### config.mk
export PLATFORM = sky130hd
export DESIGN_NAME = windowed_watchdog_timer
export DESIGN_NICKNAME = d
export VERILOG_FILES = /design/src/hdl/wdt_pkg.sv /design/src/hdl/wdt_prescaler.sv /design/src/hdl/windowed_watchdog_timer.sv
export VERILOG_INCLUDE_DIRS = /design/src /design/src/hdl
export SDC_FILE = /design/constraint.sdc
export NUM_CORES = 1
export LEC_CHECK = 0
export BUFFER_PORTS_ARGS = -buffer_cell sky130_fd_sc_hd__clkbuf_2
export CORE_MARGIN = 10
export CORE_UTILIZATION = 57
export DETAILED_ROUTE_END_ITERATION = 10
export GPL_TIMING_DRIVEN = 1
export PLACE_DENSITY = 0.78
export REMOVE_ABC_BUFFERS = 1
export SLEW_MARGIN = 10
export SYNTH_ARGS = -nofsm -noshare
export SYNTH_HDL_FRONTEND = slang
export SYNTH_SLANG_ARGS = --single-unit
### constraint.sdc
create_clock -name clk_i -period 2.3 [get_ports clk_i]
set_input_delay 0 -clock clk_i [delete_from_list [all_inputs] [get_ports clk_i]]
set_output_delay 0 -clock clk_i [all_outputs]
set_load 0.01 [all_outputs]
### src/hdl/wdt_regs.svh
// Purpose: Constants for the windowed watchdog timer
// Assumes: 125 MHz core clock
// Notes:   Fields, reset values and timing counts
`ifndef WDT_REGS_SVH
`define WDT_REGS_SVH

`define WDT_CTRL_RESET       8'h7f
`define WDT_ACT_BIT          7
`define WDT_TOP_BIT          6
`define WDT_PRESCALE_CYCLES  16000
`define WDT_PRESCALE_WIDTH   14
`define WDT_RST_PULSE_NS     30000
`define WDT_CLK_PERIOD_NS    8
`define WDT_RST_PULSE_CYCLES ((`WDT_RST_PULSE_NS + `WDT_CLK_PERIOD_NS - 1) / `WDT_CLK_PERIOD_NS)
`define WDT_PULSE_WIDTH      12

`endif

### src/hdl/wdt_pkg.sv
// Purpose: Types for the windowed watchdog timer
// Assumes: Nothing beyond the constants header
// Notes:   Control word layout as a packed struct
package wdt_pkg;
	typedef struct packed {
		logic       watchdog_activate;
		logic [6:0] count;
	} wd_control_reg_t;

	typedef struct packed {
		logic hw_watchdog;
		logic halt_reset_option;
	} wd_options_t;

	typedef enum logic [1:0] {IDLE, PULSE} rst_state_t;
endpackage

### src/hdl/wdt_prescaler.sv
// Purpose: Free-running tick divider for the watchdog count
// Assumes: Synchronous active-high reset
// Notes:   Never cleared by control writes
`timescale 1ns/100ps
`default_nettype none
`include "wdt_regs.svh"

module wdt_prescaler #(
	parameter int DIVIDE = `WDT_PRESCALE_CYCLES,
	parameter int WIDTH  = `WDT_PRESCALE_WIDTH
) (
	// Clock and reset
	input  wire logic clk_i,
	input  wire logic reset_i,
	// Tick
	output logic      tick_o
);
	logic [WIDTH-1:0] count;
	logic [WIDTH-1:0] next_count;
	logic             next_tick;

	always_comb begin
		if (count == WIDTH'(DIVIDE - 1)) begin
			next_count = '0;
			next_tick  = 1'b1;
		end else begin
			next_count = count + 1'b1;
			next_tick  = 1'b0;
		end
	end

	always_ff @(posedge clk_i) begin
		if (reset_i) begin
			count  <= '0;
			tick_o <= 1'b0;
		end else begin
			count  <= next_count;
			tick_o <= next_tick;
		end
	end
endmodule
`default_nettype wire

### src/hdl/windowed_watchdog_timer.sv
// Purpose: Software-refreshed watchdog with a 7-bit downcounter
// Assumes: Option straps stable; write strobe is one cycle, same clock
// Notes:   Only output toward the chip is the reset request
`timescale 1ns/100ps
`default_nettype none
`include "wdt_regs.svh"

// Function
// - Count steps down by one every 16000 clock cycles via prescaler.
// - Active and count falls 40h to 3Fh: pulse reset about 30 us.
// - Counter decrements always; activation only gates the reset.
// - After reset the watchdog is inactive unless the hardware option is set.
// - Software cannot clear the activation bit once set.
// - Write with activation set and top count bit clear forces reset.
// - Active watchdog turns HALT into a reset unless option disables it.
// - Option selects whether HALT resets; disabled means HALT proceeds.
// - Hardware option makes watchdog always active, ignoring activation bit.
// - Timeout programmable in 64 prescaled steps.
// - Control writes leave the prescaler running untouched.
// - Control: activation bit 7, count bits 6:0, reset 7Fh.
// - Activation set only by software, cleared only by reset.
module windowed_watchdog_timer #(
	parameter int PRESCALE    = `WDT_PRESCALE_CYCLES,
	parameter int PULSE_TICKS = `WDT_RST_PULSE_CYCLES
) (
	// Clock and reset
	input  wire logic                     clk_i,
	input  wire logic                     reset_i,
	// Control register access
	input  wire logic                     ctrl_write_i,
	input  wire logic [7:0]               ctrl_wdata_i,
	output logic      [7:0]               ctrl_rdata_o,
	// Option straps (pins, synchronised here)
	input  wire logic                     hw_watchdog_i,
	input  wire logic                     halt_reset_option_i,
	// CPU halt request
	input  wire logic                     halt_request_i,
	output logic                          halt_grant_o,
	// Reset request toward the chip, active low
	output logic                          reset_request_n_o
);
	// ******************************************
	// Option synchronisers
	// ******************************************
	wdt_pkg::wd_options_t opt_meta;
	wdt_pkg::wd_options_t opt;

	always_ff @(posedge clk_i) begin
		if (reset_i) begin
			opt_meta <= '0;
			opt      <= '0;
		end else begin
			opt_meta <= {hw_watchdog_i, halt_reset_option_i};
			opt      <= opt_meta;
		end
	end

	// ******************************************
	// Prescaler
	// ******************************************
	logic tick;

	// No write input: reload timing jitters by up to one tick period
	wdt_prescaler #(
		.DIVIDE (PRESCALE),
		.WIDTH  (`WDT_PRESCALE_WIDTH)
	) u_prescaler (
		.clk_i   (clk_i),
		.reset_i (reset_i),
		.tick_o  (tick)
	);

	// ******************************************
	// Control register and counter
	// ******************************************
	wdt_pkg::wd_control_reg_t wd_control_reg;
	wdt_pkg::wd_control_reg_t next_wd_control_reg;
	wdt_pkg::wd_control_reg_t wr;
	logic                     active;
	logic                     expire;

	assign wr     = wdt_pkg::wd_control_reg_t'(ctrl_wdata_i);
	assign active = wd_control_reg.watchdog_activate | opt.hw_watchdog;

	always_comb begin
		next_wd_control_reg = wd_control_reg;
		expire              = 1'b0;
		if (ctrl_write_i) begin
			// Load wins over a tick in the same cycle
			next_wd_control_reg.count = wr.count;
			// Sticky: a write can set but never clear
			next_wd_control_reg.watchdog_activate =
				wd_control_reg.watchdog_activate | wr.watchdog_activate;
			// Forced reset: written value already below the window
			expire = (wr.watchdog_activate | active) & ~wr.count[6];
		end else if (tick) begin
			next_wd_control_reg.count = wd_control_reg.count - 7'h01;
			expire = active && wd_control_reg.count == 7'h40;
		end
	end

	always_ff @(posedge clk_i) begin
		if (reset_i) begin
			wd_control_reg <= `WDT_CTRL_RESET;
		end else begin
			wd_control_reg <= next_wd_control_reg;
		end
	end

	assign ctrl_rdata_o = wd_control_reg;

	// ******************************************
	// HALT handling
	// ******************************************
	logic halt_reset;

	assign halt_reset   = halt_request_i & active & ~opt.halt_reset_option;
	assign halt_grant_o = halt_request_i & ~halt_reset;

	// ******************************************
	// Reset pulse generator
	// ******************************************
	// Pulse keeps running once started; chip reset will usually follow
	wdt_pkg::rst_state_t          state;
	wdt_pkg::rst_state_t          next_state;
	logic [`WDT_PULSE_WIDTH-1:0]  pulse_cnt;
	logic [`WDT_PULSE_WIDTH-1:0]  next_pulse_cnt;
	logic                         next_reset_request_n;

	always_comb begin
		next_state           = state;
		next_pulse_cnt       = pulse_cnt;
		next_reset_request_n = 1'b1;
		unique case (state)
			wdt_pkg::IDLE: begin
				if (expire | halt_reset) begin
					next_state           = wdt_pkg::PULSE;
					next_pulse_cnt       = `WDT_PULSE_WIDTH'(PULSE_TICKS - 1);
					next_reset_request_n = 1'b0;
				end
			end
			wdt_pkg::PULSE: begin
				if (pulse_cnt == '0) begin
					next_state = wdt_pkg::IDLE;
				end else begin
					next_pulse_cnt       = pulse_cnt - 1'b1;
					next_reset_request_n = 1'b0;
				end
			end
			default: begin
				next_state = wdt_pkg::IDLE;
			end
		endcase
	end

	always_ff @(posedge clk_i) begin
		if (reset_i) begin
			state             <= wdt_pkg::IDLE;
			pulse_cnt         <= '0;
			reset_request_n_o <= 1'b1;
		end else begin
			state             <= next_state;
			pulse_cnt         <= next_pulse_cnt;
			reset_request_n_o <= next_reset_request_n;
		end
	end

	// ******************************************
	// Assertions
	// ******************************************
	// Length of the current low stretch on the reset request
	logic [`WDT_PULSE_WIDTH-1:0] low_run;
	logic [`WDT_PULSE_WIDTH-1:0] next_low_run;

	always_comb begin
		next_low_run = '0;
		if (!reset_request_n_o) begin
			next_low_run = low_run + 1'b1;
		end
	end

	always_ff @(posedge clk_i) begin
		if (reset_i) begin
			low_run <= '0;
		end else begin
			low_run <= next_low_run;
		end
	end
endmodule
`default_nettype wire

==> Flow_metrics.wiki, run 1 <==
{| class="wikitable"
! Metric !! Value
|-
| Largest fanout on the critical path || 6
|-
| Syn Std Cell Area || 2010 um2
|-
| Die Ht || 79.3 um
|-
| RSZ-0062 raised after global routing || false
|-
| Reported leakage power || 0.900 nW
|-
| Commonest non-fill, non-tap cells in the layout || 41 x dfxtp_1, 24 x nor2_1, 23 x clkbuf_2
|-
| Synthesized flop and latch total || 41
|-
| Final layout net count || 285
|-
| Number of warning messages in the yosys log || 0
|-
| Largest voltage drop on the vdd net || 0.529 mV
|-
| Initial DRC Count || ~190
|-
| Number of H-tree levels || 2
|-
| Share of flip-flops with an asynchronous set or reset || 0%
|-
| Maxcap violations || 0
|-
| Starting Density || about three fifths
|-
| Leading cell type in the layout, fill and taps excluded || dfxtp_1
|-
| Area Overhead vs Synth || 17.6%
|-
| Final antenna-violating net count || 0
|-
| Largest net degree at the start of global routing || 21
|-
| Placed cell areas || approximately 2200 um2
|-
| Buffers inserted by post-CTS timing repair || 0
|-
| Clock Skews || 5.85 ps
|-
| Slew of the pin with the lowest slew margin || a little under 600 ps
|-
| Die area || 6290 um2
|-
| Status || finished clean
|-
| Total gr overflow || 0
|-
| CTS Root Cell || clkbuf_4
|-
| Sequential area share after synthesis || 40.9%
|-
| Post-synth top area cell || dfxtp_1
|-
| Remaining design rule violation count || 0
|-
| Area of the placeable core || 3360 um2
|-
| Die width || 79.3 um
|-
| Total power divided by cell area || 721 nW/um2
|-
| Final min period || 2050 ps
|-
| CP Class || reg2reg
|-
| Insertion delay of the later-clocked pin in the worst-skew pair || 350 ps
|-
| Placed cells || 296
|-
| Overall fraction of global-route tracks in use || 15.0%
|-
| Detailed Routing Iterations Pass 1 || 4
|-
| Period utilisation layout || 89.3%
|-
| Critical Path Source Type || register
|-
| Final setup slack of the worst path || roughly 250 ps
|-
| Register clock-pin slew on the reported worst setup and hold paths || 120 ps
|-
| Post-cts repair resize count || 0
|-
| RePlAce Congestion || between 0.8 and 0.9
|-
| Number of enable flip-flop cells after synthesis || 0
|-
| Drt wl/cell || 14.4 um
|-
| Non-filler instance count after layout || ~310
|-
| Ports placed on the boundary || 24
|-
| Wire length of the first global-routing pass || just under 8000 um
|-
| Top achievable clock speed || a little under 0.5 GHz
|-
| Post-Syn Area per Cell || roughly 8.7 um2
|-
| Maximum clock path buffer count || 2
|-
| Post-route cell area || 2360 um2
|-
| Total half-perimeter wirelength after legalization and detailed placement || 3130 um
|-
| CTS sink cnt || 41
|-
| Crit. End Element || register
|-
| Diode count || 0
|-
| Top cells by area in the synthesized netlist || dfxtp_1 41%, xnor2_1 5.7%, nor2_1 4.5%, nand2_1 3.6%, ha_1 2.5%
|-
| Filler Cell Count || 290
|-
| Setup violators final || 0
|-
| Placement row count || 21
|-
| Proportion of netlist area held by the largest area contributor || between 40 and 50%
|-
| Setup WS pre-CTS || 268 ps
|-
| Total negative slack || 0 ps
|-
| Required time at the endpoint of the critical path || 2570 ps
|-
| Number of buffers created by CTS || 5
|-
| Via-to-Cell Ratio || ~5.7
|-
| Final wirelength || 4530 um
|-
| Layout cell share with drive strength beyond 1 || around 16%
|-
| Number of global-route vias before repair || 1726
|-
| Min-Delay Path Class || in2reg
|-
| End-of-flow core utilization || 70.2%
|-
| Number of antenna violations at the first check in global routing || 0
|-
| Number of instances in the synthesized netlist || 230
|-
| I/O Buffers || 23
|-
| Remaining max-slew budget at the tightest pin || 59.9%
|-
| Distinct cell type count of the synthesized netlist || 50
|-
| TritonCTS clock tree || done
|-
| Vias post-DR || 1776
|-
| Most used flip-flop cell after synthesis || dfxtp_1
|-
| Hold Violations, Final || 0
|-
| Fin. max-slew vios || 0
|-
| Data arrival, critical path || approximately 2300 ps
|}
-- cells in the mapped netlist, types with 5 or more instances --
master,count
nor3_1,10
o21ai_0,7
xnor2_1,13
clkbuf_1,6
inv_1,11
nor4_1,6
xor2_1,5
nand3_1,10
mux2i_1,5
nand2b_1,5
nor2b_1,6
nand2_1,19
nand4_1,5
nor2_1,24
dfxtp_1,41
-- state kept, by name, indices dropped and copies added, names as in the netlist --
register / count
opt: 2
state: 1
opt_meta: 2
u_prescaler.tick_o: 1
pulse_cnt: 12
ctrl_rdata_o: 8
u_prescaler.count: 14
reset_request_n_o: 1
-- per-stage QoR --
| stage | hold slack, ps | total power, mW |
|---|---|---|
| after floorplan | 69.4 | 1.10 |
| after global placement | 207 | 1.22 |
| after detailed placement | 221 | 1.22 |
| after CTS | 70.9 | 1.70 |
| after global routing | 58.7 | 1.79 |
| final | 71.4 | 1.70 |
-- kinds of logic after synthesis --
family / share of synthesized area, %
AO/OA/AOI/OAI: 12.5
flip-flops: 40.9
multiplexers: 3.24
AND/OR/NAND/NOR: 29.1
adder cells (fa/ha/maj): 2.49
XOR/XNOR: 7.86
buffers and inverters: 3.93
-- final cells by class --
cell class	count	area, um2	share of cell area [%]
clock buffers	6	41.3	1.75
clock inverters	2	38.8	1.64
inverters	11	41.3	1.75
multi-input cells	170	1110	46.9
flip-flops and latches	41	821	34.8
well taps	46	57.6	2.44
repair buffers	38	253	10.7
-- repair_timing --
action	CTS	global route
hold buffers	10	0
endpoints found under the hold margin	10	0
endpoints found under the setup margin	0	0
-- worst max-delay path, stage by stage (launching register included) --
cell	delay, ps
dfxtp_1	380
or4_4	580
or4_4	590
mux2_4	320
o32ai_1	110
-- report_power, final --
| group | internal (mW) | leakage (nW) | switching (mW) |
|---|---|---|---|
| combinational | 0.192 | 0.521 | 0.214 |
| sequential | 0.763 | 0.336 | 0.0601 |
| clock | 0.231 | 0.0424 | 0.242 |
-- path summary, 6_finish.rpt --
check	start	endpoint	slack (ps)	cells after the start
worst max-delay path	pulse_cnt[6]	pulse_cnt[1]	250	4
worst min-delay path	reset_i	u_prescaler.count[4]	70	3
worst max register to register	pulse_cnt[6]	pulse_cnt[1]	250	4
worst min register to register	opt_meta[0]	opt[0]	450	1
-- per-layer routing --
layer	track usage, %	wire length, um	up-vias
met4	6.81	97	0
li1	-	-	905
met5	0	0	-
met1	17.0	1950	809
met3	4.73	252	10
met2	25.2	2230	52
No activity file was read; power rests on OpenSTA's default activity.
==> inputs of run 2 (changes only) <==
--- a/config.mk
+++ b/config.mk
@@ -6,8 +6,8 @@
 export SDC_FILE = /design/constraint.sdc
 export NUM_CORES = 1
 export LEC_CHECK = 0
-export BUFFER_PORTS_ARGS = -buffer_cell sky130_fd_sc_hd__clkbuf_2
-export CORE_MARGIN = 10
+export BUFFER_PORTS_ARGS = -buffer_cell sky130_fd_sc_hd__buf_2
+export CORE_MARGIN = 1.5
 export CORE_UTILIZATION = 57
 export DETAILED_ROUTE_END_ITERATION = 10
 export GPL_TIMING_DRIVEN = 1
==> run 2 against run 1 <==
Effect of this change:
- largest cell class unchanged
- non-clock buffer count shrank 1
- highest routed layer unchanged
- register-to-register slack lost 80 ps
- sequential power is essentially flat
- largest power group unchanged
- count of clock-buffer cells in the layout is the same
- first-iteration DRC count shrank 48%
- clock skew shrank 3.0 ps
- combinational power is essentially flat
==> Flow_metrics.wiki, run 2 (synthesis gave the netlist of run 1 again) <==
{| class="wikitable"
! Metric !! Value
|-
| Vias post-DR || 1761 (was 1776)
|-
| Status || finished clean (unchanged)
|-
| Total gr overflow || 0 (unchanged)
|-
| Wire length of the first global-routing pass || 7460 um (was 7750 um)
|-
| Die width || 62.3 um (was 79.3 um)
|-
| Die area || 3890 um2 (was 6290 um2)
|-
| Largest voltage drop on the vdd net || 0.523 mV (was 0.529 mV)
|-
| Critical Path Most Common Cell || or4_4 (unchanged)
|-
| Leading cell type in the layout, fill and taps excluded || dfxtp_1 (unchanged)
|-
| Design Power || 1.70 mW (about the same)
|-
| Final min period || 2140 ps (was 2050 ps)
|-
| Data arrival, critical path || 2400 ps (was 2330 ps)
|-
| Detailed Routing Iterations Pass 1 || 4 (unchanged)
|-
| Highest-delay cell along the critical path || or4_4 (unchanged)
|-
| Remaining design rule violation count || 0 (unchanged)
|-
| CTS sink cnt || 41 (unchanged)
|-
| Die Ht || 62.3 um (was 79.3 um)
|-
| Area of the placeable core || 3360 um2 (unchanged)
|-
| Register containing the most flip-flops in the final layout || u_prescaler.count (unchanged)
|-
| Final setup slack of the worst path || 165 ps (was 247 ps)
|-
| Remaining max-slew budget at the tightest pin || 59.6% (was 59.9%)
|-
| Number of hold buffers added after CTS || 10 (unchanged)
|-
| CP Class || reg2reg (unchanged)
|-
| Diode count || 0 (unchanged)
|-
| Area Overhead vs Synth || 17.2% (was 17.6%)
|-
| Sequence of cells on the critical path || or4_4 -> or4_4 -> mux2_4 -> o32ai_1 (unchanged)
|-
| Via-to-Cell Ratio || 5.63 (was 5.66)
|-
| Number of antenna violations at the first check in global routing || 0 (unchanged)
|-
| Final layout net count || 284 (was 285)
|-
| Buffers inserted by post-CTS timing repair || 0 (unchanged)
|-
| Crit. End Element || register (unchanged)
|-
| Largest fanout on the critical path || 6 (unchanged)
|-
| Fin. max-slew vios || 0 (unchanged)
|-
| TritonCTS clock tree || done (unchanged)
|-
| Largest net degree at the start of global routing || 22 (was 21)
|-
| Register clock-pin slew on the reported worst setup and hold paths || 120 ps (about the same)
|-
| Starting Density || 59.7% (unchanged)
|-
| Total negative slack || 0 ps (unchanged)
|-
| Insertion delay of the later-clocked pin in the worst-skew pair || 360 ps (was 350 ps)
|-
| Setup WS pre-CTS || 259 ps (was 268 ps)
|-
| Reported leakage power || 0.885 nW (was 0.900 nW)
|-
| I/O Buffers || 23 (unchanged)
|-
| Critical Path Source Type || register (unchanged)
|-
| RePlAce Congestion || 0.870 (was 0.891)
|-
| Number of flip-flops under the largest register name || 14 (unchanged)
|-
| Initial DRC Count || 100 (was 194)
|-
| Min-Delay Path Class || in2reg (unchanged)
|-
| Number of H-tree levels || 2 (unchanged)
|-
| Maxcap violations || 0 (unchanged)
|-
| Final wirelength || 4370 um (was 4530 um)
|-
| Placement row count || 21 (unchanged)
|-
| Commonest non-fill, non-tap cells in the layout || 41 x dfxtp_1, 24 x nor2_1, 23 x buf_2 (was 41 x dfxtp_1, 24 x nor2_1, 23 x clkbuf_2)
|-
| Top achievable clock speed || 0.468 GHz (was 0.487 GHz)
|-
| Largest stage delay on the critical path || 590 ps (about the same)
|-
| Total power divided by cell area || 722 nW/um2 (was 721 nW/um2)
|-
| Number of buffers created by CTS || 5 (unchanged)
|-
| Clock Skews || 2.88 ps (was 5.85 ps)
|-
| RSZ-0062 raised after global routing || false (unchanged)
|-
| Ports placed on the boundary || 24 (unchanged)
|-
| Final antenna-violating net count || 0 (unchanged)
|-
| Layout cell share with drive strength beyond 1 || 16.1% (was 16.4%)
|-
| Total half-perimeter wirelength after legalization and detailed placement || 2860 um (was 3130 um)
|-
| Number of global-route vias before repair || 1723 (was 1726)
|-
| Overall fraction of global-route tracks in use || 24.2% (was 15.0%)
|-
| Hold_ws || 25.7 ps (was 71.4 ps)
|-
| Drt wl/cell || 14.0 um (was 14.4 um)
|-
| Required time at the endpoint of the critical path || 2560 ps (was 2570 ps)
|-
| Period utilisation layout || 92.8% (was 89.3%)
|-
| Slew of the pin with the lowest slew margin || 601 ps (was 596 ps)
|-
| Setup violators final || 0 (unchanged)
|-
| Post-cts repair resize count || 0 (unchanged)
|-
| CTS Root Cell || clkbuf_4 (unchanged)
|-
| Maximum clock path buffer count || 2 (unchanged)
|-
| Hold Violations, Final || 0 (unchanged)
|-
| End-of-flow core utilization || 69.9% (was 70.2%)
|}
run 2: cell count changes in the layout (fill, tap and decap cells not counted), sizes merged:
| cell | previous run | this run |
|---|---|---|
| clkbuf | 29 | 6 |
| buf | 5 | 27 |
run 2: area by class of cell:
| type | instances | area (um2) |
|---|---|---|
| multi-input combinational | 170 | 1110 |
| fill | 295 | 1010 |
| sequential | 41 | 821 |
| timing repair buffer | 37 | 245 |
| tap | 46 | 57.6 |
| clock buffer | 6 | 41.3 |
| inverter | 11 | 41.3 |
| clock inverter | 2 | 38.8 |
run 2: worst max-delay path, delay by kind of cell, from the launching register on:
kind            cells  cell delay, ps
simple gates        2            1180
flops               1             380
mux                 1             320
compound gates      1             160
run 2: worst paths after layout:
kind	start	to	slack, ps	depth (start not counted)
max	pulse_cnt[6]	pulse_cnt[1]	160	4
min	ctrl_write_i	ctrl_rdata_o[5]	30	3
max reg2reg	pulse_cnt[6]	pulse_cnt[1]	160	4
min reg2reg	opt_meta[0]	opt[0]	450	1
run 2: power breakdown:
part,internal (mW),switching [mW],total [mW]
logic,0.191,0.215,0.406
clock network,0.231,0.239,0.470
registers,0.763,0.0581,0.821
run 2: per-layer routing:
layer | vias to the layer above | track usage, % | wire (um)
met5 | - | 0 | 0
met4 | 0 | 10.3 | 78
met3 | 9 | 7.43 | 200
met2 | 40 | 40.2 | 2130
met1 | 811 | 29.2 | 1960
li1 | 901 | - | -
run 2: stage by stage:
step,std cells,instance area [um2]
final,313,2350
after global routing,313,2350
after detailed placement,295,2170
after CTS,313,2350
after global placement,295,2170
after floorplan,222,1970
